### config.mk
export PLATFORM = sky130hd
export DESIGN_NAME = acsr_device_flat
export DESIGN_NICKNAME = d
export VERILOG_FILES = /design/src/acsr_pkg.sv /design/src/acsr_if.sv /design/src/acsr_device.sv /design/src/flat_wrapper.sv
export SDC_FILE = /design/constraint.sdc
export NUM_CORES = 1
export LEC_CHECK = 0
export ABC_AREA = 0
export ABC_CLOCK_PERIOD_IN_PS = 10460
export BUFFER_PORTS_ARGS = -buffer_cell sky130_fd_sc_hd__clkbuf_2
export CAP_MARGIN = 30
export CELL_PAD_IN_SITES_DETAIL_PLACEMENT = 1
export CELL_PAD_IN_SITES_GLOBAL_PLACEMENT = 1
export CORE_AREA = 2 2 126 128
export DETAILED_ROUTE_END_ITERATION = 8
export DIE_AREA = 0 0 128 130
export GPL_TIMING_DRIVEN = 0
export PLACE_DENSITY_LB_ADDON = 0.1
export SLEW_MARGIN = 20
export SYNTH_ARGS = -nofsm -noshare
export SYNTH_HDL_FRONTEND = slang
export SYNTH_SLANG_ARGS = --single-unit
export TNS_END_PERCENT = 1
### constraint.sdc
create_clock -name clock -period 10.46 [get_ports clock]
set_input_delay 1.046 -clock clock [delete_from_list [all_inputs] [get_ports clock]]
set_output_delay 1.046 -clock clock [all_outputs]
set_load 0.01 [all_outputs]
### src/acsr_pkg.sv
// Shared constants, types and helpers for the conversion-mode serial readout
package acsr_pkg;

    // ========================================
    // Timing
    localparam int CLOCK_PERIOD_NS         = 40;
    localparam int CONVERSION_TIME_NS      = 600;
    localparam int CONVERSION_CYCLES       = (CONVERSION_TIME_NS + CLOCK_PERIOD_NS - 1) / CLOCK_PERIOD_NS;
    localparam int CLOCK_TO_START_GAP_NS   = 80;
    localparam int CLOCK_TO_START_GAP_CYCLES = (CLOCK_TO_START_GAP_NS + CLOCK_PERIOD_NS - 1) / CLOCK_PERIOD_NS;
    localparam int SCK_PERIOD_NS           = 320;
    localparam int SCK_HALF_CYCLES         = SCK_PERIOD_NS / (2 * CLOCK_PERIOD_NS);
    localparam int START_HIGH_NS           = 160;
    localparam int START_HIGH_CYCLES       = (START_HIGH_NS + CLOCK_PERIOD_NS - 1) / CLOCK_PERIOD_NS;
    localparam int RESET_PULSE_NS          = 400;
    localparam int RESET_PULSE_CYCLES      = (RESET_PULSE_NS + CLOCK_PERIOD_NS - 1) / CLOCK_PERIOD_NS;
    localparam int SYNC_MARGIN_CYCLES      = 4;
    localparam int AUTOCYCLE_PERIOD0_NS    = 10000;
    localparam int AUTOCYCLE_PERIOD1_NS    = 20000;
    localparam int AUTOCYCLE_PERIOD2_NS    = 50000;
    localparam int AUTOCYCLE_PERIOD3_NS    = 100000;

    // ========================================
    // Frame layout
    localparam int RESULT_BITS             = 16;
    localparam int STATUS_BITS             = 8;
    localparam int FRAME_BITS_MAX          = 24;
    localparam int LANES                   = 4;
    localparam int CMD_BITS                = 5;
    localparam logic [4:0] SOFT_RESET_CMD  = 5'h1F;
    localparam logic [5:0] EDGE_SAT        = 6'h3F;
    localparam logic [3:0] CHANNEL_RESET   = 4'h0;

    typedef enum logic [1:0]
    {
        ACSR_LANE_SINGLE = 2'h0,
        ACSR_LANE_DUAL   = 2'h1,
        ACSR_LANE_QUAD   = 2'h2
    } acsr_lane_t;

    // ========================================
    // Helpers
    function automatic logic [5:0] acsr_frame_sck(input logic [1:0] lanes_log2, input logic status_on);
        logic [5:0] bits;
        bits = status_on ? 6'h18 : 6'h10;
        return bits >> lanes_log2;
    endfunction

    function automatic logic [11:0] acsr_autocycle_cycles(input logic [1:0] sel);
        int ns;
        case (sel)
            2'h0:    ns = AUTOCYCLE_PERIOD0_NS;
            2'h1:    ns = AUTOCYCLE_PERIOD1_NS;
            2'h2:    ns = AUTOCYCLE_PERIOD2_NS;
            default: ns = AUTOCYCLE_PERIOD3_NS;
        endcase
        return 12'((ns + CLOCK_PERIOD_NS - 1) / CLOCK_PERIOD_NS);
    endfunction

endpackage

### src/acsr_if.sv
// Link between the converter readout end and the host controller end
`timescale 1ns/10ps
interface acsr_if;
    logic       sck;
    logic       convert_start_input;
    logic       sdi;
    logic       hw_reset_n;
    logic [3:0] sdo;
    logic [3:0] sdo_oe;
    logic [3:0] sdo_line;
    logic       busy;

    // Released lanes read low at the host
    assign sdo_line = sdo & sdo_oe;

    modport device_end (input sck, input convert_start_input, input sdi, input hw_reset_n,
                        output sdo, output sdo_oe, output busy);
    modport host_end   (output sck, output convert_start_input, output sdi, output hw_reset_n,
                        input sdo_line, input busy);
endinterface

### src/acsr_device.sv
// Converter end: conversion timing, frame shifting, command capture and resets
// Overview of operation
// RULE1 - Result readable only until next conversion starts
// RULE2 - Host frames only after conversion, before gap
// RULE3 - Frame clock count equals bits over lanes
// RULE4 - Drive one, two or four lanes
// RULE5 - Four lanes only on variant with pins
// RULE6 - Frame is 16 bits, or 24 with status
// RULE7 - Channel switches after full 5-bit command
// RULE8 - Autocycle timer starts conversions by period select
// RULE9 - Autocycle host follows busy indicator edges
// RULE10 - Host may send extra clock periods
// RULE11 - Idle select 0 holds lanes after LSB
// RULE12 - Idle select 1 releases lanes after LSB
// RULE13 - Conversion mode clock period at least 12.5 ns
// RULE14 - Configuration mode clock period at least 40 ns
// RULE15 - Hardware reset input is active low
// RULE16 - Host idles reset high, pulses low
// RULE17 - Serial software reset command is offered
// RULE18 - Busy falls at conversion end, rises at start
// RULE19 - Edges beyond frame length count as extra
`timescale 1ns/10ps
module acsr_device
#(
    parameter bit QUAD_PINS = 1'b1
)
(
    input  wire logic                         clock,
    input  wire logic                         reset,
    acsr_if.device_end                        link,
    input  wire logic [acsr_pkg::RESULT_BITS-1:0] result,
    input  wire logic [acsr_pkg::STATUS_BITS-1:0] status,
    input  wire logic [1:0]                   lane_mode,
    input  wire logic                         status_enable,
    input  wire logic                         output_idle_select,
    input  wire logic                         autocycle_enable,
    input  wire logic [1:0]                   autocycle_period_select,
    output logic [3:0]                        mux_channel,
    output logic                              in_reset
);
    import acsr_pkg::*;

    typedef enum logic [1:0]
    {
        D_RESET   = 2'h0,
        D_CONVERT = 2'h1,
        D_READY   = 2'h2
    } acsr_dstate_t;

    // ========================================
    // Input synchronisers
    logic [3:0] sync1_reg;
    logic [3:0] sync2_reg;
    logic       sck_last_reg;
    logic       cnv_last_reg;
    logic       sck_s;
    logic       cnv_s;
    logic       sdi_s;
    logic       rstn_s;

    always_ff @(posedge clock)
    begin
        sync1_reg    <= {link.hw_reset_n, link.sdi, link.convert_start_input, link.sck};
        sync2_reg    <= sync1_reg;
        sck_last_reg <= sync2_reg[0];
        cnv_last_reg <= sync2_reg[1];
    end

    assign sck_s  = sync2_reg[0];
    assign cnv_s  = sync2_reg[1];
    assign sdi_s  = sync2_reg[2];
    assign rstn_s = sync2_reg[3];

    // ========================================
    // Conversion and frame state
    acsr_dstate_t            state_reg,   state_next;
    logic [11:0]             timer_reg,   timer_next;
    logic [11:0]             ac_count_reg, ac_count_next;
    logic [FRAME_BITS_MAX-1:0] sr_reg,    sr_next;
    logic [5:0]              edge_reg,    edge_next;
    logic [1:0]              lanes_reg,   lanes_next;
    logic [5:0]              nsck_reg,    nsck_next;
    logic [4:0]              cmd_reg,     cmd_next;
    logic [2:0]              cmd_cnt_reg, cmd_cnt_next;
    logic                    soft_reg,    soft_next;
    logic [3:0]              chan_reg,    chan_next;
    logic [3:0]              sdo_reg,     sdo_next;
    logic [3:0]              oe_reg,      oe_next;
    logic                    busy_reg,    busy_next;
    logic                    in_reset_reg, in_reset_next;

    logic                    start_now;
    logic                    update_lanes;
    logic [1:0]              eff_lanes;
    logic [4:0]              cmd_full;

    always_comb
    begin
        state_next    = state_reg;
        timer_next    = timer_reg;
        ac_count_next = ac_count_reg;
        sr_next       = sr_reg;
        edge_next     = edge_reg;
        lanes_next    = lanes_reg;
        nsck_next     = nsck_reg;
        cmd_next      = cmd_reg;
        cmd_cnt_next  = cmd_cnt_reg;
        soft_next     = 1'b0;
        chan_next     = chan_reg;
        sdo_next      = sdo_reg;
        oe_next       = oe_reg;
        busy_next     = busy_reg;
        in_reset_next = 1'b0;
        update_lanes  = 1'b0;
        cmd_full      = {cmd_reg[3:0], sdi_s};

        // Quad request falls back to single lane without the extra pins
        if (lane_mode == ACSR_LANE_QUAD && QUAD_PINS)                     // [RULE5]
            eff_lanes = ACSR_LANE_QUAD;
        else if (lane_mode == ACSR_LANE_DUAL)
            eff_lanes = ACSR_LANE_DUAL;
        else
            eff_lanes = ACSR_LANE_SINGLE;

        // Internal convert start in autocycle mode
        start_now = cnv_s & ~cnv_last_reg;
        if (autocycle_enable && state_reg != D_RESET)
        begin
            if (ac_count_reg >= acsr_autocycle_cycles(autocycle_period_select) - 12'h001)  // [RULE8]
            begin
                ac_count_next = 12'h000;
                start_now     = 1'b1;
            end
            else
                ac_count_next = ac_count_reg + 12'h001;
        end
        else
            ac_count_next = 12'h000;

        case (state_reg)
            D_RESET:
            begin
                state_next = D_READY;
            end
            D_CONVERT:
            begin
                timer_next = timer_reg + 12'h001;
                if (timer_reg == 12'(CONVERSION_CYCLES - 1))
                begin
                    state_next   = D_READY;
                    busy_next    = 1'b0;                                  // [RULE18]
                    sr_next      = status_enable ? {result, status}
                                                 : {result, 8'h00};       // [RULE6]
                    lanes_next   = eff_lanes;
                    nsck_next    = acsr_frame_sck(eff_lanes, status_enable);  // [RULE3]
                    edge_next    = 6'h00;
                    cmd_cnt_next = 3'h0;
                    update_lanes = 1'b1;
                end
            end
            default:
            begin
                if (start_now)
                begin
                    // Old result is dropped once a new conversion begins
                    state_next = D_CONVERT;                               // [RULE1]
                    timer_next = 12'h000;
                    busy_next  = 1'b1;                                    // [RULE18]
                    oe_next    = 4'h0;
                end
                else
                begin
                    if (sck_s && !sck_last_reg && cmd_cnt_reg < 3'(CMD_BITS))
                    begin
                        cmd_next     = cmd_full;
                        cmd_cnt_next = cmd_cnt_reg + 3'h1;
                        if (cmd_cnt_reg == 3'(CMD_BITS - 1))
                        begin
                            if (cmd_full == SOFT_RESET_CMD)
                                soft_next = 1'b1;                         // [RULE17]
                            else if (!cmd_full[4])
                                chan_next = cmd_full[3:0];                // [RULE7]
                        end
                    end
                    if (!sck_s && sck_last_reg && nsck_reg != 6'h00)
                    begin
                        if (edge_reg != EDGE_SAT)
                            edge_next = edge_reg + 6'h01;
                        if ({1'b0, edge_reg} + 7'h01 < {1'b0, nsck_reg})
                        begin
                            sr_next      = sr_reg << (3'h1 << lanes_reg); // [RULE4]
                            update_lanes = 1'b1;
                        end
                        else if ({1'b0, edge_reg} + 7'h01 > {1'b0, nsck_reg})  // [RULE19]
                        begin
                            if (output_idle_select)
                                oe_next = 4'h0;                           // [RULE12]
                            else
                                oe_next = oe_reg;                         // [RULE11]
                        end
                    end
                end
            end
        endcase

        if (update_lanes)
        begin
            for (int i = 0; i < LANES; i++)
            begin
                if (i < (1 << lanes_next))
                begin
                    sdo_next[i] = sr_next[FRAME_BITS_MAX-1-i];           // [RULE4]
                    oe_next[i]  = 1'b1;
                end
                else
                begin
                    sdo_next[i] = 1'b0;
                    oe_next[i]  = 1'b0;
                end
            end
        end

        if (reset || !rstn_s || soft_reg)                                 // [RULE15] [RULE17]
        begin
            state_next    = D_RESET;
            timer_next    = 12'h000;
            ac_count_next = 12'h000;
            sr_next       = '0;
            edge_next     = 6'h00;
            lanes_next    = ACSR_LANE_SINGLE;
            nsck_next     = 6'h00;
            cmd_next      = 5'h00;
            cmd_cnt_next  = 3'h0;
            soft_next     = 1'b0;
            chan_next     = CHANNEL_RESET;
            sdo_next      = 4'h0;
            oe_next       = 4'h0;
            busy_next     = 1'b0;
            in_reset_next = 1'b1;
        end
    end

    always_ff @(posedge clock)
    begin
        state_reg    <= state_next;
        timer_reg    <= timer_next;
        ac_count_reg <= ac_count_next;
        sr_reg       <= sr_next;
        edge_reg     <= edge_next;
        lanes_reg    <= lanes_next;
        nsck_reg     <= nsck_next;
        cmd_reg      <= cmd_next;
        cmd_cnt_reg  <= cmd_cnt_next;
        soft_reg     <= soft_next;
        chan_reg     <= chan_next;
        sdo_reg      <= sdo_next;
        oe_reg       <= oe_next;
        busy_reg     <= busy_next;
        in_reset_reg <= in_reset_next;
    end

    assign link.sdo    = sdo_reg;
    assign link.sdo_oe = oe_reg;
    assign link.busy   = busy_reg;
    assign mux_channel = chan_reg;
    assign in_reset    = in_reset_reg;

endmodule // acsr_device

### src/flat_wrapper.sv
// flat-port wrapper written by rule: the top's interface ports become plain ports
module acsr_device_flat import acsr_pkg::*;
#(
    parameter bit QUAD_PINS = 1'b1
)
  (clock, reset, result, status, lane_mode, status_enable, output_idle_select, autocycle_enable, autocycle_period_select, mux_channel, in_reset, link_sck, link_convert_start_input, link_sdi, link_hw_reset_n, link_sdo, link_sdo_oe, link_busy);
  acsr_if link_i ();
  input  wire logic clock;
  input  wire logic reset;
  input  wire logic [acsr_pkg::RESULT_BITS-1:0] result;
  input  wire logic [acsr_pkg::STATUS_BITS-1:0] status;
  input  wire logic [1:0] lane_mode;
  input  wire logic status_enable;
  input  wire logic output_idle_select;
  input  wire logic autocycle_enable;
  input  wire logic [1:0] autocycle_period_select;
  output logic [3:0] mux_channel;
  output logic in_reset;
  input wire logic [$bits(link_i.sck)-1:0] link_sck;
  input wire logic [$bits(link_i.convert_start_input)-1:0] link_convert_start_input;
  input wire logic [$bits(link_i.sdi)-1:0] link_sdi;
  input wire logic [$bits(link_i.hw_reset_n)-1:0] link_hw_reset_n;
  output wire logic [$bits(link_i.sdo)-1:0] link_sdo;
  output wire logic [$bits(link_i.sdo_oe)-1:0] link_sdo_oe;
  output wire logic [$bits(link_i.busy)-1:0] link_busy;
  assign link_i.sck = link_sck;
  assign link_i.convert_start_input = link_convert_start_input;
  assign link_i.sdi = link_sdi;
  assign link_i.hw_reset_n = link_hw_reset_n;
  assign link_sdo = link_i.sdo;
  assign link_sdo_oe = link_i.sdo_oe;
  assign link_busy = link_i.busy;
  acsr_device #(.QUAD_PINS(QUAD_PINS)) u_core (.clock(clock), .reset(reset), .link(link_i), .result(result), .status(status), .lane_mode(lane_mode), .status_enable(status_enable), .output_idle_select(output_idle_select), .autocycle_enable(autocycle_enable), .autocycle_period_select(autocycle_period_select), .mux_channel(mux_channel), .in_reset(in_reset));
endmodule
# After elaboration in Yosys (flattened, before gate mapping)
# Cells that the tools add are included.
# W data, S select, Z words.
[classes] n_addsub=8 multipliers=0 div_mod_pow=1 n_lt_le_gt_ge=8 n_eq_ne=13 n_shift=4 mux=54 bitwise=10 reduce_logical=36
[ops] operator="$mux W24" count=4
[ops] operator="$lt A3 B32 Y1 const A" count=2
[ops] operator="$pmux W17 S3" count=1
[ops] operator="$pmux W24 S2" count=1
[ops] operator="$add A32 B7 Y32 const B" count=1
[ops] operator="$div A32 B7 Y32 const B" count=1
[ops] operator="$lt A1 B32 Y1 const A" count=1
[ops] operator="$lt A2 B32 Y1 const A" count=1
[ops] operator="$mux W32" count=1
[ops] operator="$mux W4" count=8
[ops] operator="$shl A1 B2 Y32 const A" count=1
[ops] operator="$sub A32 B2 Y32 const B" count=1
[ops] operator="$add A12 B1 Y12 const B" count=2
[ops] operator="$mux W6" count=4
[ops] operator="$pmux W12 S2" count=1
[ops] operator="$shl A24 B3 Y24" count=1
[ops] operator="$mux W1" count=19
[ops] operator="$reduce_and A5 Y1" count=3
[ops] operator="$eq A12 B4 Y1 const B" count=1
[ops] operator="$ge A12 B12 Y1" count=1
[ops] operator="$mux W12" count=1
[ops] operator="$pmux W6 S2" count=1
[ops] operator="$reduce_bool A2 Y1" count=6
[ops] operator="$reduce_bool A3 Y1" count=4
[ops] operator="37 further kinds" count=67
[totals] regBits=96 latch_bits=0 ramBits=0 mem_bits_ro=0 output_inout_bits=14 elab_cells=154 mem_count=0

# Longest topological paths before layout
# Gate-level depths: netlist of run 1.
[depth] word_depth=14 ltp_mapped=46

# Worst setup path after synthesis of run 1
# No wires, ideal clock.
[synth_timing] path_type="input -> register" start="in autocycle_period_select[0]" end="reg u_core.chan_reg[0], in the netlist u_core.mux_channel[0]" arrival_ns=9.162 path_slack_ns=1.170 path_stages=44 n_path_buf=3 cell_sequence="inv_1 ha_1 inv_1 ha_1 nand2b_1 o2bb2ai_1 a211oi_2 and2_1 a221oi_4 nand3_4 o31a_1 nor4_4 buf_6 buf_8 xnor2_1 ha_1 xnor2_1 o21ai_0 [8 not listed] o21ai_1 ha_1 nand2b_1 a21o_1 a21o_1 a21o_1 a21o_1 a21oi_1 o21bai_1 a21o_1 a21o_1 a21o_1 a21o_1 a2111oi_2 and4b_1 clkbuf_1 mux2i_1 nor2_1"
[synth_between] elab_chain_cells=12
[synth_lines] element="start: declaration" line_no="flat_wrapper.sv:16" rtl="input wire logic [1:0] autocycle_period_select;"
[synth_lines] element="$eq A2 B2 Y1, or another cell as far along" line_no="acsr_pkg.sv:51" rtl="case (sel)"
[synth_lines] element="$pmux W17 S3 *" line_no="acsr_pkg.sv:51"
[synth_lines] element="$mux W32 *" line_no="acsr_device.sv:127" rtl="if (autocycle_enable && state_reg != D_RESET)"
[synth_lines] element="$add A32 B7 Y32 *" line_no="acsr_pkg.sv:57" rtl="return 12'((ns + CLOCK_PERIOD_NS - 1) / CLOCK_PERIOD_NS);"
[synth_lines] element="$sub A32 B2 Y32 *" line_no="acsr_pkg.sv:57"
[synth_lines] element="$div A32 B7 Y32 *" line_no="acsr_pkg.sv:57"
[synth_lines] element="$sub A12 B1 Y12 *" line_no="acsr_device.sv:129" rtl="if (ac_count_reg >= acsr_autocycle_cycles(autocycle_period_select) - 12'h001)"
[synth_lines] element="$ge A12 B12 Y1 *" line_no="acsr_device.sv:129"
[synth_lines] element="$mux W1 *" line_no="acsr_device.sv:129"
[synth_lines] element="$mux W1 *" line_no="acsr_device.sv:127"
[synth_lines] element="$not A1 Y1 (no source line) *"
[synth_lines] element="$reduce_and A6 Y1 (no source line) *"
[synth_lines] element="end signal: assignment" line_no="acsr_device.sv:255" rtl="chan_reg <= chan_next;"
[synth_lines] element="end: declaration" line_no="acsr_device.sv:86" rtl="logic [3:0] chan_reg, chan_next;"
# Every way passes the cells marked *; elsewhere a longest branch is shown, timed or not. The select of a mux whose other input is x is not followed.
# A chain may end at the register's enable or synchronous reset.

# Worst setup path after layout of run 1
[layout_timing] start="in autocycle_period_select[0]" end="reg u_core.cmd_cnt_reg[1]"
[layout_between] elab_chain_cells=12
[layout_lines] element="$eq A2 B2 Y1, or another cell as far along" line_no="acsr_pkg.sv:51"
[layout_lines] element="$pmux W17 S3 *" line_no="acsr_pkg.sv:51"
[layout_lines] element="$mux W32 *" line_no="acsr_device.sv:127"
[layout_lines] element="$add A32 B7 Y32 *" line_no="acsr_pkg.sv:57"
[layout_lines] element="$sub A32 B2 Y32 *" line_no="acsr_pkg.sv:57"
[layout_lines] element="$div A32 B7 Y32 *" line_no="acsr_pkg.sv:57"
[layout_lines] element="$sub A12 B1 Y12 *" line_no="acsr_device.sv:129"
[layout_lines] element="$ge A12 B12 Y1 *" line_no="acsr_device.sv:129"
[layout_lines] element="$mux W1 *" line_no="acsr_device.sv:129"
[layout_lines] element="$mux W1 *" line_no="acsr_device.sv:127"
[layout_lines] element="$ne A2 B2 Y1 (no source line) *"
[layout_lines] element="$reduce_and A4 Y1 (no source line) *"
[layout_lines] element="end signal: assignment" line_no="acsr_device.sv:253" rtl="cmd_cnt_reg <= cmd_cnt_next;"
[layout_lines] element="end: declaration" line_no="acsr_device.sv:84" rtl="logic [2:0] cmd_cnt_reg, cmd_cnt_next;"
# Marked as above.

==> Implementation_results.wiki, run 1 <==
{| class="wikitable"
! Metric !! Value
|-
| Post-Layout Cell Count || 1136
|-
| Max transition margin || 44.9%
|-
| Buffering stage count on the worst path with inverters included || 6
|-
| Clock Pin Slew Worst Setup and Hold Paths || 80 ps
|-
| Post-synthesis compound-gate area fraction || 25.5%
|-
| Aggregate negative setup slack || 0 ps
|-
| Synth Register Bits || 95
|-
| Total power per unit cell area || 110 mW/mm^2
|-
| Data required time at the worst endpoint || 10710 ps
|-
| Top fanout value on the critical path || 10
|-
| Cell area after synthesis || 0.00694 sq mm
|-
| Number of distinct library cell variants in the gate-level netlist after synthesis || 92
|-
| Number of sinks handled by clock tree synthesis || 95
|-
| Crit-path leading delay family || compound AO/OA/AOI/OAI gates
|-
| Worst-case clock buffer depth || 2
|-
| Most used flip-flop cell after synthesis || dfxtp_1
|-
| Cell taking the most area after synthesis || dfxtp_1
|-
| Initial DRT Pass Iterations || 5
|-
| Final Net Count || 1016
|-
| Final Slew Violations || 0
|-
| PortBufs || 50
|-
| F_max || 99.5 MHz
|-
| Post-synth net total || 937
|-
| Yosys warnings || 0
|-
| Depth of the worst register-to-register path || 18
|-
| R2R Path End || u_core.cmd_cnt_reg[1]
|-
| IR drop worst, VDD || 0.0867 mV
|-
| Data arrival time of the critical path || 10300 ps
|-
| Sort of element at the start of the critical path || input port
|-
| Part of the Yosys area used for sequential elements || 27.4%
|-
| Antenna viol nets, final || 0
|-
| Shortest period the worst path allows || 10050 ps
|-
| Maximum number of pins on one net before global-route repair || 19
|-
| Routed wire length per instance || 19.8 um
|-
| Number of remaining DRC errors || 0
|-
| Overflow left after global routing || 0
|-
| Final-layout fill cell count || 1896
|-
| Placed Cells incl. Taps || 1102
|-
| Synth area leaders || dfxtp_1 27%, ha_1 7.2%, mux4_2 6.2%, nand2_1 5.4%, nor2_1 5.3%
|-
| Start of the worst register-to-register path || u_core.ac_count_reg[0]
|-
| Die outline height || 130 um
|-
| Cell at the root of the clock tree || clkbuf_16
|-
| Path category of the worst min-delay check || flip-flop to flip-flop
|-
| Drt first-iter violations || 417
|-
| Vias in the first global route || 6962
|-
| Post-synth EDFFs || 0
|-
| Clock H-tree levels || 3
|-
| Delay of the slowest cell on the worst path || 490 ps
|-
| Placeable core region || 0.0154 sq mm
|-
| Die Wd || 128 um
|-
| Reg area || 0.00190 sq mm
|-
| First-pass GRT wire length || 35800 um
|-
| Routability congestion estimate from global placement || 0.911
|-
| Worst-case clock skew || 13.9 ps
|-
| IO Count || 51
|-
| Multi-input combinational cell area || 0.00483 sq mm
|-
| Adder-cell share of the synthesized area || 7.22%
|-
| Placed wire-length estimate after detailed placement || 16800 um
|-
| Hold Violations, Final || 0
|-
| Dominant combinational cell family by area after synthesis || compound AO/OA/AOI/OAI gates
|-
| Number of logic stages on the critical path including buffering || 44
|-
| Most common cell in the synthesized netlist || nand2_1
|-
| Fraction of final layout cells with drive strength greater than 1 || 19.3%
|-
| Reported leakage power || 0.00290 uW
|-
| Overall via count from detail_route || 6963
|-
| Ant. Diodes || 0
|-
| Crit. Startpoint || autocycle_period_select[0]
|-
| Worst setup endpoint || u_core.cmd_cnt_reg[1]
|-
| Final period util || 96.1%
|-
| Max Cap Viol || 0
|-
| Type of destination of the critical path || flip-flop
|-
| Max FFs per register || 24
|-
| Total of hold buffers inserted after clock tree synthesis || 0
|-
| Synthesized area per cell || 8.07 sq um
|-
| Status || finished clean
|-
| Antenna violations before repair || 0
|-
| Number of standard-cell rows in the floorplan || 46
|-
| Worst-margin pin slew || 827 ps
|-
| Floorplan die area || 0.0166 sq mm
|-
| Overall fraction of global-route tracks in use || 26.8%
|-
| Kind of critical path || input port to flip-flop
|-
| Overall power of the completed layout || 880 uW
|-
| Xor and xnor fraction of the mapped netlist area || 4.29%
|-
| Critical-path cell with the highest stage delay || a2111oi_4
|-
| Mux contribution to synthesized area || 8.66%
|-
| Async set or reset register ratio after synthesis || 0%
|-
| Most frequent cell on the critical path || a21o_1
|-
| Number of vias per cell after detailed routing || 6.13
|-
| Skew-Pair Late Insertion Delay || 350 ps
|-
| Post-synthesis share of cell area spent on and, or, nand and nor gates || 22.0%
|-
| Commonest cells in the synthesized netlist || 99 x nand2_1, 98 x nor2_1, 95 x dfxtp_1
|-
| Final setup violation count || 0
|-
| DRT Wirelength || 22500 um
|-
| Area growth from synthesis to final layout || 15.4%
|-
| Register-to-register setup slack || 6440 ps
|-
| Fraction of post-synthesis cell area in the top cell type by area || 27.4%
|-
| CTS tree || built
|-
| Initial cell density of the core || 45.0%
|-
| Synth Instances || 860
|-
| Number of buffers created by CTS || 9
|}
per-stage QoR:
stage / instance area, sq um / hold WS (ps) / setup WS, ps / utilization [%]
floorplan: 6940 / 310 / 1170 / -
global placement: 7430 / 310 / -802 / 48.2
detailed placement: 7430 / 315 / -1100 / 48.2
CTS: 7790 / 326 / 17.1 / 50.5
global route: 8000 / 322 / -40.9 / 51.9
finish: 8000 / 318 / 408 / 51.9
repair_timing:
item,CTS,global route
buffers inserted,5,13
gates resized for setup,10,30
pin swaps,5,7
setup endpoints to repair,70,69
metal layers:
layer | GRT usage (%) | up-vias | part of all wire [%]
met5 | 0 | - | 0
met4 | 10.1 | 0 | 2.9
met3 | 3.16 | 38 | 3.0
met2 | 47.4 | 145 | 51
met1 | 33.6 | 3483 | 44
li1 | - | 3297 | -
area by class of cell:
class	count	area share [%]
Buffer	48	2.86
Timing Repair Buffer	69	4.88
Inverter	31	1.59
Clock inverter	6	0.657
Multi-Input combinational cell	685	60.4
Tap cell	192	3.00
Sequential cell	95	23.8
Clock buffer	10	2.86
power by group:
| group | switching (uW) | total, uW | internal, uW |
|---|---|---|---|
| Clock | 153 | 319 | 166 |
| Combinational | 119 | 195 | 75.7 |
| Sequential | 1.78 | 366 | 364 |
| Total | 274 | 880 | 606 |
worst reg2reg max path: stages, from the launching register on:
cell and delay, ps:
dfxtp_1 390, inv_1 60, ha_1 290, nand2b_1 150
a21o_1 180, a21o_1 170, a21o_1 170, a21o_1 190
a21oi_2 180, o21bai_1 80, a21o_1 180, a21o_1 180
a21o_1 210, a21o_2 310, a2111oi_4 490, buf_4 180
clkbuf_1 290, nand4_1 140, o41ai_1 90
layout by cell type (no fill, tap or decap), types with 19 or more instances in the layout:
master / netlist / routed
inv_1: 30 / 25
clkbuf_1: 39 / 34
nor2_1: 98 / 98
nand2_1: 99 / 97
o21ai_0: 52 / 52
nand3_1: 30 / 30
a21oi_1: 70 / 68
ha_1: 40 / 36
dfxtp_1: 95 / 95
clkbuf_2: 1 / 56
mux4_2: 19 / 19
worst min path at each step:
stage	from	to	slack (ps)	cells past startpoint
2_1_floorplan	u_core.sync1_reg[0]	u_core.sync2_reg[0]	310	0
3_3_place_gp	u_core.sync1_reg[3]	u_core.sync2_reg[3]	310	0
3_5_place_dp	u_core.sync1_reg[0]	u_core.sync2_reg[0]	310	0
4_1_cts	u_core.sync1_reg[2]	u_core.sync2_reg[2]	330	0
5_1_grt	u_core.sync1_reg[2]	u_core.sync2_reg[2]	320	0
6_report	u_core.sync1_reg[2]	u_core.sync2_reg[2]	320	0
logic make-up (layout without fill, tap and decap cells):
logic type | count (synthesis) | in the layout
simple gates | 323 | 323
compound gates | 256 | 256
flops | 95 | 95
buf+inv | 80 | 164
fa+ha+maj | 40 | 40
mux | 34 | 34
xor+xnor | 31 | 31
other cells | 1 | 1
(Power assumes the default switching activity.)
==> inputs of run 2 (changes only) <==
CORE_AREA = 2 2 128 130   (was 2 2 126 128)
DIE_AREA = 0 0 130 132   (was 0 0 128 130)
==> Implementation_results.wiki, run 2 (synthesis results as in run 1) <==
{| class="wikitable"
! Metric !! Value
|-
| Reported leakage power || 0.00286 uW
|-
| Skew-Pair Late Insertion Delay || 350 ps
|-
| Top library cells by usage in the layout, fill and taps aside || 99 x nand2_1, 98 x nor2_1, 95 x dfxtp_1, 69 x a21oi_1, 54 x clkbuf_2
|-
| Number of buffers created by CTS || 9
|-
| Final setup violation count || 0
|-
| Number of standard-cell rows in the floorplan || 46
|-
| Overall power of the completed layout || 884 uW
|-
| Overall fraction of global-route tracks in use || 25.8%
|-
| Hold path startpoint || u_core.sync1_reg[1]
|-
| Max Cap Viol || 0
|-
| PortBufs || 50
|-
| Path category of the worst min-delay check || flip-flop to flip-flop
|-
| Clock Pin Slew Worst Setup and Hold Paths || 70 ps
|-
| Worst-case clock skew || 10.3 ps
|-
| Status || finished clean
|-
| Critical-path cell with the highest stage delay || ha_1
|-
| Routability congestion estimate from global placement || 0.891
|-
| Antenna viol nets, final || 0
|-
| DRT Wirelength || 21900 um
|-
| Aggregate negative setup slack || 0 ps
|-
| Most common library cell in the layout ignoring fill and taps || nand2_1
|-
| Area growth from synthesis to final layout || 14.0%
|-
| Sort of element at the start of the critical path || input port
|-
| Hold Violations, Final || 0
|-
| Overall via count from detail_route || 6895
|-
| Placeable core region || 0.0157 sq mm
|-
| Placed wire-length estimate after detailed placement || 16700 um
|-
| Most frequent cell on the critical path || a21o_1
|-
| Ant. Diodes || 0
|-
| Final-layout fill cell count || 1934
|-
| Die Wd || 130 um
|-
| Setup repair after global routing missed its margin || true
|-
| Final Net Count || 1006
|-
| First-pass GRT wire length || 36100 um
|-
| Post-Layout Cell Count || 1150
|-
| Max transition margin || 53.4%
|-
| Shortest period the worst path allows || 9980 ps
|-
| IO Count || 51
|-
| Routed wire length per instance || 19.0 um
|-
| Number of vias per cell after detailed routing || 6.00
|-
| Final period util || 95.4%
|-
| Floorplan die area || 0.0172 sq mm
|-
| Number of sinks handled by clock tree synthesis || 95
|-
| Final core occ || 50.3%
|-
| Placed Cells incl. Taps || 1126
|-
| Initial DRT Pass Iterations || 5
|-
| Kind of critical path || input port to flip-flop
|-
| IR drop worst, VDD || 0.0908 mV
|-
| Maximum number of pins on one net before global-route repair || 17
|-
| Worst-margin pin slew || 699 ps
|-
| Number of remaining DRC errors || 0
|-
| Final Slew Violations || 0
|-
| Register-to-register setup slack || 6570 ps
|-
| Delay of the slowest cell on the worst path || 410 ps
|-
| Total power per unit cell area || 112 mW/mm^2
|-
| Max FFs per register || 24
|-
| Start of the worst register-to-register path || u_core.ac_count_reg[0]
|-
| Data arrival time of the critical path || 10220 ps
|-
| Vias in the first global route || 7123
|-
| Die outline height || 132 um
|-
| Antenna violations before repair || 0
|-
| Clock H-tree levels || 3
|-
| Initial cell density of the core || 44.1%
|-
| Worst-case clock buffer depth || 2
|-
| Cell at the root of the clock tree || clkbuf_16
|-
| CTS tree || built
|-
| Crit. Startpoint || autocycle_period_select[0]
|-
| Fraction of final layout cells with drive strength greater than 1 || 17.5%
|-
| F_max || 100 MHz
|-
| Drt first-iter violations || 388
|-
| Overflow left after global routing || 0
|-
| Type of destination of the critical path || flip-flop
|-
| Top fanout value on the critical path || 10
|-
| Data required time at the worst endpoint || 10700 ps
|}
==> run 2: stage by stage <==
stage          worst slack (ps)  hold WS [ps]  cell area [sq um]
2_1_floorplan              1170           310               6940
3_3_place_gp               -571           310               7460
3_5_place_dp               -734           313               7460
4_1_cts                    40.8           329               7810
5_1_grt                   -43.8           350               7910
6_report                    477           329               7910
==> run 2: routing by layer <==
layer,GRT usage [%],routed length (um),part of all wire [%],vias to the layer above
li1,-,-,-,3288
met1,31.6,9280,42,3435
met2,47.3,11500,53,144
met3,3.00,687,3.1,28
met4,6.69,411,1.9,0
met5,0,0,0,-
==> run 2: report_power, final <==
group	internal [uW]	total [uW]	switching, uW
clock network	193	339	146
registers	364	366	1.77
logic	66.6	179	112
total	624	884	260
==> run 2: worst paths after layout <==
kind	end	depth (start not counted)
setup / recovery	u_core.link.sdo[2]	42
hold / removal	u_core.sync2_reg[1]	0
setup reg to reg	u_core.link.sdo[2]	17
hold reg to reg	u_core.sync2_reg[1]	0
==> run 2: what timing repair did <==
| action | CTS | global route |
|---|---|---|
| setup endpoints to repair | 47 | 58 |
| setup buffers | 2 | 6 |
| gates cloned | 0 | 0 |
| hold buffers | 0 | 0 |
| gates resized for setup | 7 | 14 |
| pin swaps | 2 | 7 |
==> run 2: critical path: cells and delay by family <==
kind / cells / cell delay, ps
compound gates: 20 / 4210
xor+xnor: 2 / 300
fa+ha+maj: 4 / 1360
buf+inv: 6 / 1460
simple gates: 10 / 1820
==> run 2: area by class of cell <==
cell class / count / area, sq um / share of cell area, %
tap: 216 / 270 / 3.42
buffer: 47 / 219 / 2.77
clock inverter: 6 / 67.6 / 0.854
timing repair buffer: 60 / 327 / 4.13
multi-input combinational: 685 / 4760 / 60.3
inverter: 31 / 119 / 1.50
sequential: 95 / 1900 / 24.1
clock buffer: 10 / 239 / 3.02
==> inputs of run 3 (changes only) <==
ABC_CLOCK_PERIOD_IN_PS = 12200   (was 10460)
CAP_MARGIN = 20   (was 30)
clock period = 12.2 ns   (was 10.46 ns; I/O delays follow)
==> Implementation_results.wiki, run 3 (synthesis results as in run 1) <==
{| class="wikitable"
! Metric !! Value
|-
| Worst-margin pin slew || 924 ps
|-
| Number of standard-cell rows in the floorplan || 46
|-
| Setup repair after global routing missed its margin || false
|-
| Data required time at the worst endpoint || 12430 ps
|-
| Reg area || 0.00190 sq mm
|-
| Skew-Pair Late Insertion Delay || 350 ps
|-
| Crit-path leading delay family || compound AO/OA/AOI/OAI gates
|-
| Die Wd || 130 um
|-
| Max Cap Viol || 0
|-
| Vias in the first global route || 7075
|-
| Die outline height || 132 um
|-
| Status || finished clean
|-
| IR drop worst, VDD || 0.0773 mV
|-
| Aggregate negative setup slack || 0 ps
|-
| Delay of the slowest cell on the worst path || 580 ps
|-
| Number of sinks handled by clock tree synthesis || 95
|-
| Final Slew Violations || 0
|-
| Total power per unit cell area || 96.9 mW/mm^2
|-
| IO Count || 51
|-
| Type of destination of the critical path || flip-flop
|-
| Final Net Count || 998
|-
| Antenna viol nets, final || 0
|-
| Data arrival time of the critical path || 11240 ps
|-
| Area growth from synthesis to final layout || 11.9%
|-
| F_max || 90.9 MHz
|-
| Final setup violation count || 0
|-
| Overflow left after global routing || 0
|-
| PortBufs || 50
|-
| Worst-case clock buffer depth || 2
|-
| Placed wire-length estimate after detailed placement || 16700 um
|-
| Critical-path cell with the highest stage delay || a21boi_1
|-
| Final-layout fill cell count || 1936
|-
| Number of vias per cell after detailed routing || 5.96
|-
| Buffering stage count on the worst path with inverters included || 10
|-
| CTS tree || built
|-
| Antenna violations before repair || 0
|-
| Top fanout value on the critical path || 10
|-
| First-pass GRT wire length || 35900 um
|-
| DRT Wirelength || 21600 um
|-
| Most common library cell in the layout ignoring fill and taps || nand2_1
|-
| Shortest period the worst path allows || 11010 ps
|-
| Number of buffers created by CTS || 9
|-
| Overall fraction of global-route tracks in use || 25.7%
|-
| Routed wire length per instance || 19.0 um
|-
| Reported leakage power || 0.00280 uW
|-
| Path category of the worst min-delay check || flip-flop to flip-flop
|-
| Max transition margin || 37.8%
|-
| Initial DRT Pass Iterations || 5
|-
| Final period util || 90.2%
|-
| Number of post-CTS setup repair buffers || 0
|-
| Ant. Diodes || 0
|-
| Final core occ || 49.4%
|-
| Max FFs per register || 24
|-
| Hold Violations, Final || 0
|-
| Clock Pin Slew Worst Setup and Hold Paths || 70 ps
|-
| Overall via count from detail_route || 6807
|-
| Fraction of final layout cells with drive strength greater than 1 || 14.8%
|-
| Floorplan die area || 0.0172 sq mm
|-
| Kind of critical path || input port to flip-flop
|-
| Top library cells by usage in the layout, fill and taps aside || 99 x nand2_1, 98 x nor2_1, 95 x dfxtp_1, 70 x a21oi_1, 52 x o21ai_0
|-
| Placeable core region || 0.0157 sq mm
|-
| Sort of element at the start of the critical path || input port
|-
| Total of hold buffers inserted after clock tree synthesis || 0
|-
| Cell at the root of the clock tree || clkbuf_16
|-
| Maximum number of pins on one net before global-route repair || 17
|-
| Multi-input combinational cell area || 0.00469 sq mm
|-
| Initial cell density of the core || 44.1%
|-
| Most frequent cell on the critical path || a21o_1
|-
| Worst-case clock skew || 8.92 ps
|-
| Post-cts resize count || 0
|-
| Number of remaining DRC errors || 0
|-
| Drt first-iter violations || 376
|-
| Clock H-tree levels || 3
|-
| Routability congestion estimate from global placement || 0.891
|}
==> run 3: cell types whose count changed in the layout (fill, tap and decap cells not counted), moves of 2 or more <==
cell,previous run,this run
ha_1,37,40
buf_4,8,0
ha_2,3,0
inv_1,28,30
clkbuf_2,54,51
clkbuf_1,35,39
==> run 3: stage by stage <==
stage | std cells | setup slack, ps | total power (uW) | instance area, sq um | hold slack (ps)
after floorplan | 860 | 2740 | 427 | 6940 | 310
after global placement | 1126 | 995 | 463 | 7460 | 310
after detailed placement | 1126 | 832 | 467 | 7460 | 313
after CTS | 1142 | 1160 | 755 | 7760 | 329
after global routing | 1142 | 553 | 783 | 7760 | 350
final | 1142 | 1190 | 753 | 7760 | 330
==> run 3: report_power, final <==
group          total (uW)  internal, uW  switching, uW  leakage, uW
clock                 291           165            125     0.000145
combinational         148          53.8           94.3      0.00189
sequential            314           312           1.49     0.000769
total                 753           531            221      0.00280
==> run 3: final timing paths <==
path / from / slack, ps / to / cells after the start
setup / recovery: autocycle_period_select[0] / 1190 / u_core.link.sdo[2] / 46
hold / removal: u_core.sync1_reg[1] / 330 / u_core.sync2_reg[1] / 0
setup reg to reg: u_core.ac_count_reg[0] / 7970 / u_core.link.sdo[2] / 17
hold reg to reg: u_core.sync1_reg[1] / 330 / u_core.sync2_reg[1] / 0
==> run 3: per-layer routing <==
layer  vias up  track usage (%)  wire length [um]
met5         -                0                 0
met4         0             6.51               439
met3        30             2.84               586
met2       131             46.9             11200
met1      3375             31.7              9400
li1       3271                -                 -
==> run 3: layout make-up <==
cell class              count  share of cell area (%)
multi-input cells         685                    60.5
flip-flops and latches     95                    24.5
well taps                 216                    3.48
repair buffers             50                    3.22
clock buffers              10                    3.08
plain buffers              49                    2.88
inverters                  31                    1.50
clock inverters             6                   0.870
==> run 3: worst register-to-register path, stage by stage, from the launching register on <==
cell,delay (ps)
dfxtp_1,400
inv_1,60
ha_1,270
nand2b_1,140
a21o_1,180
a21o_1,180
a21o_1,170
a21o_1,170
a21oi_1,140
o21bai_1,80
a21o_1,180
a21o_1,190
a21o_1,200
a21o_1,270
a21boi_1,590
nor2_1,260
clkbuf_1,320
a32o_1,340
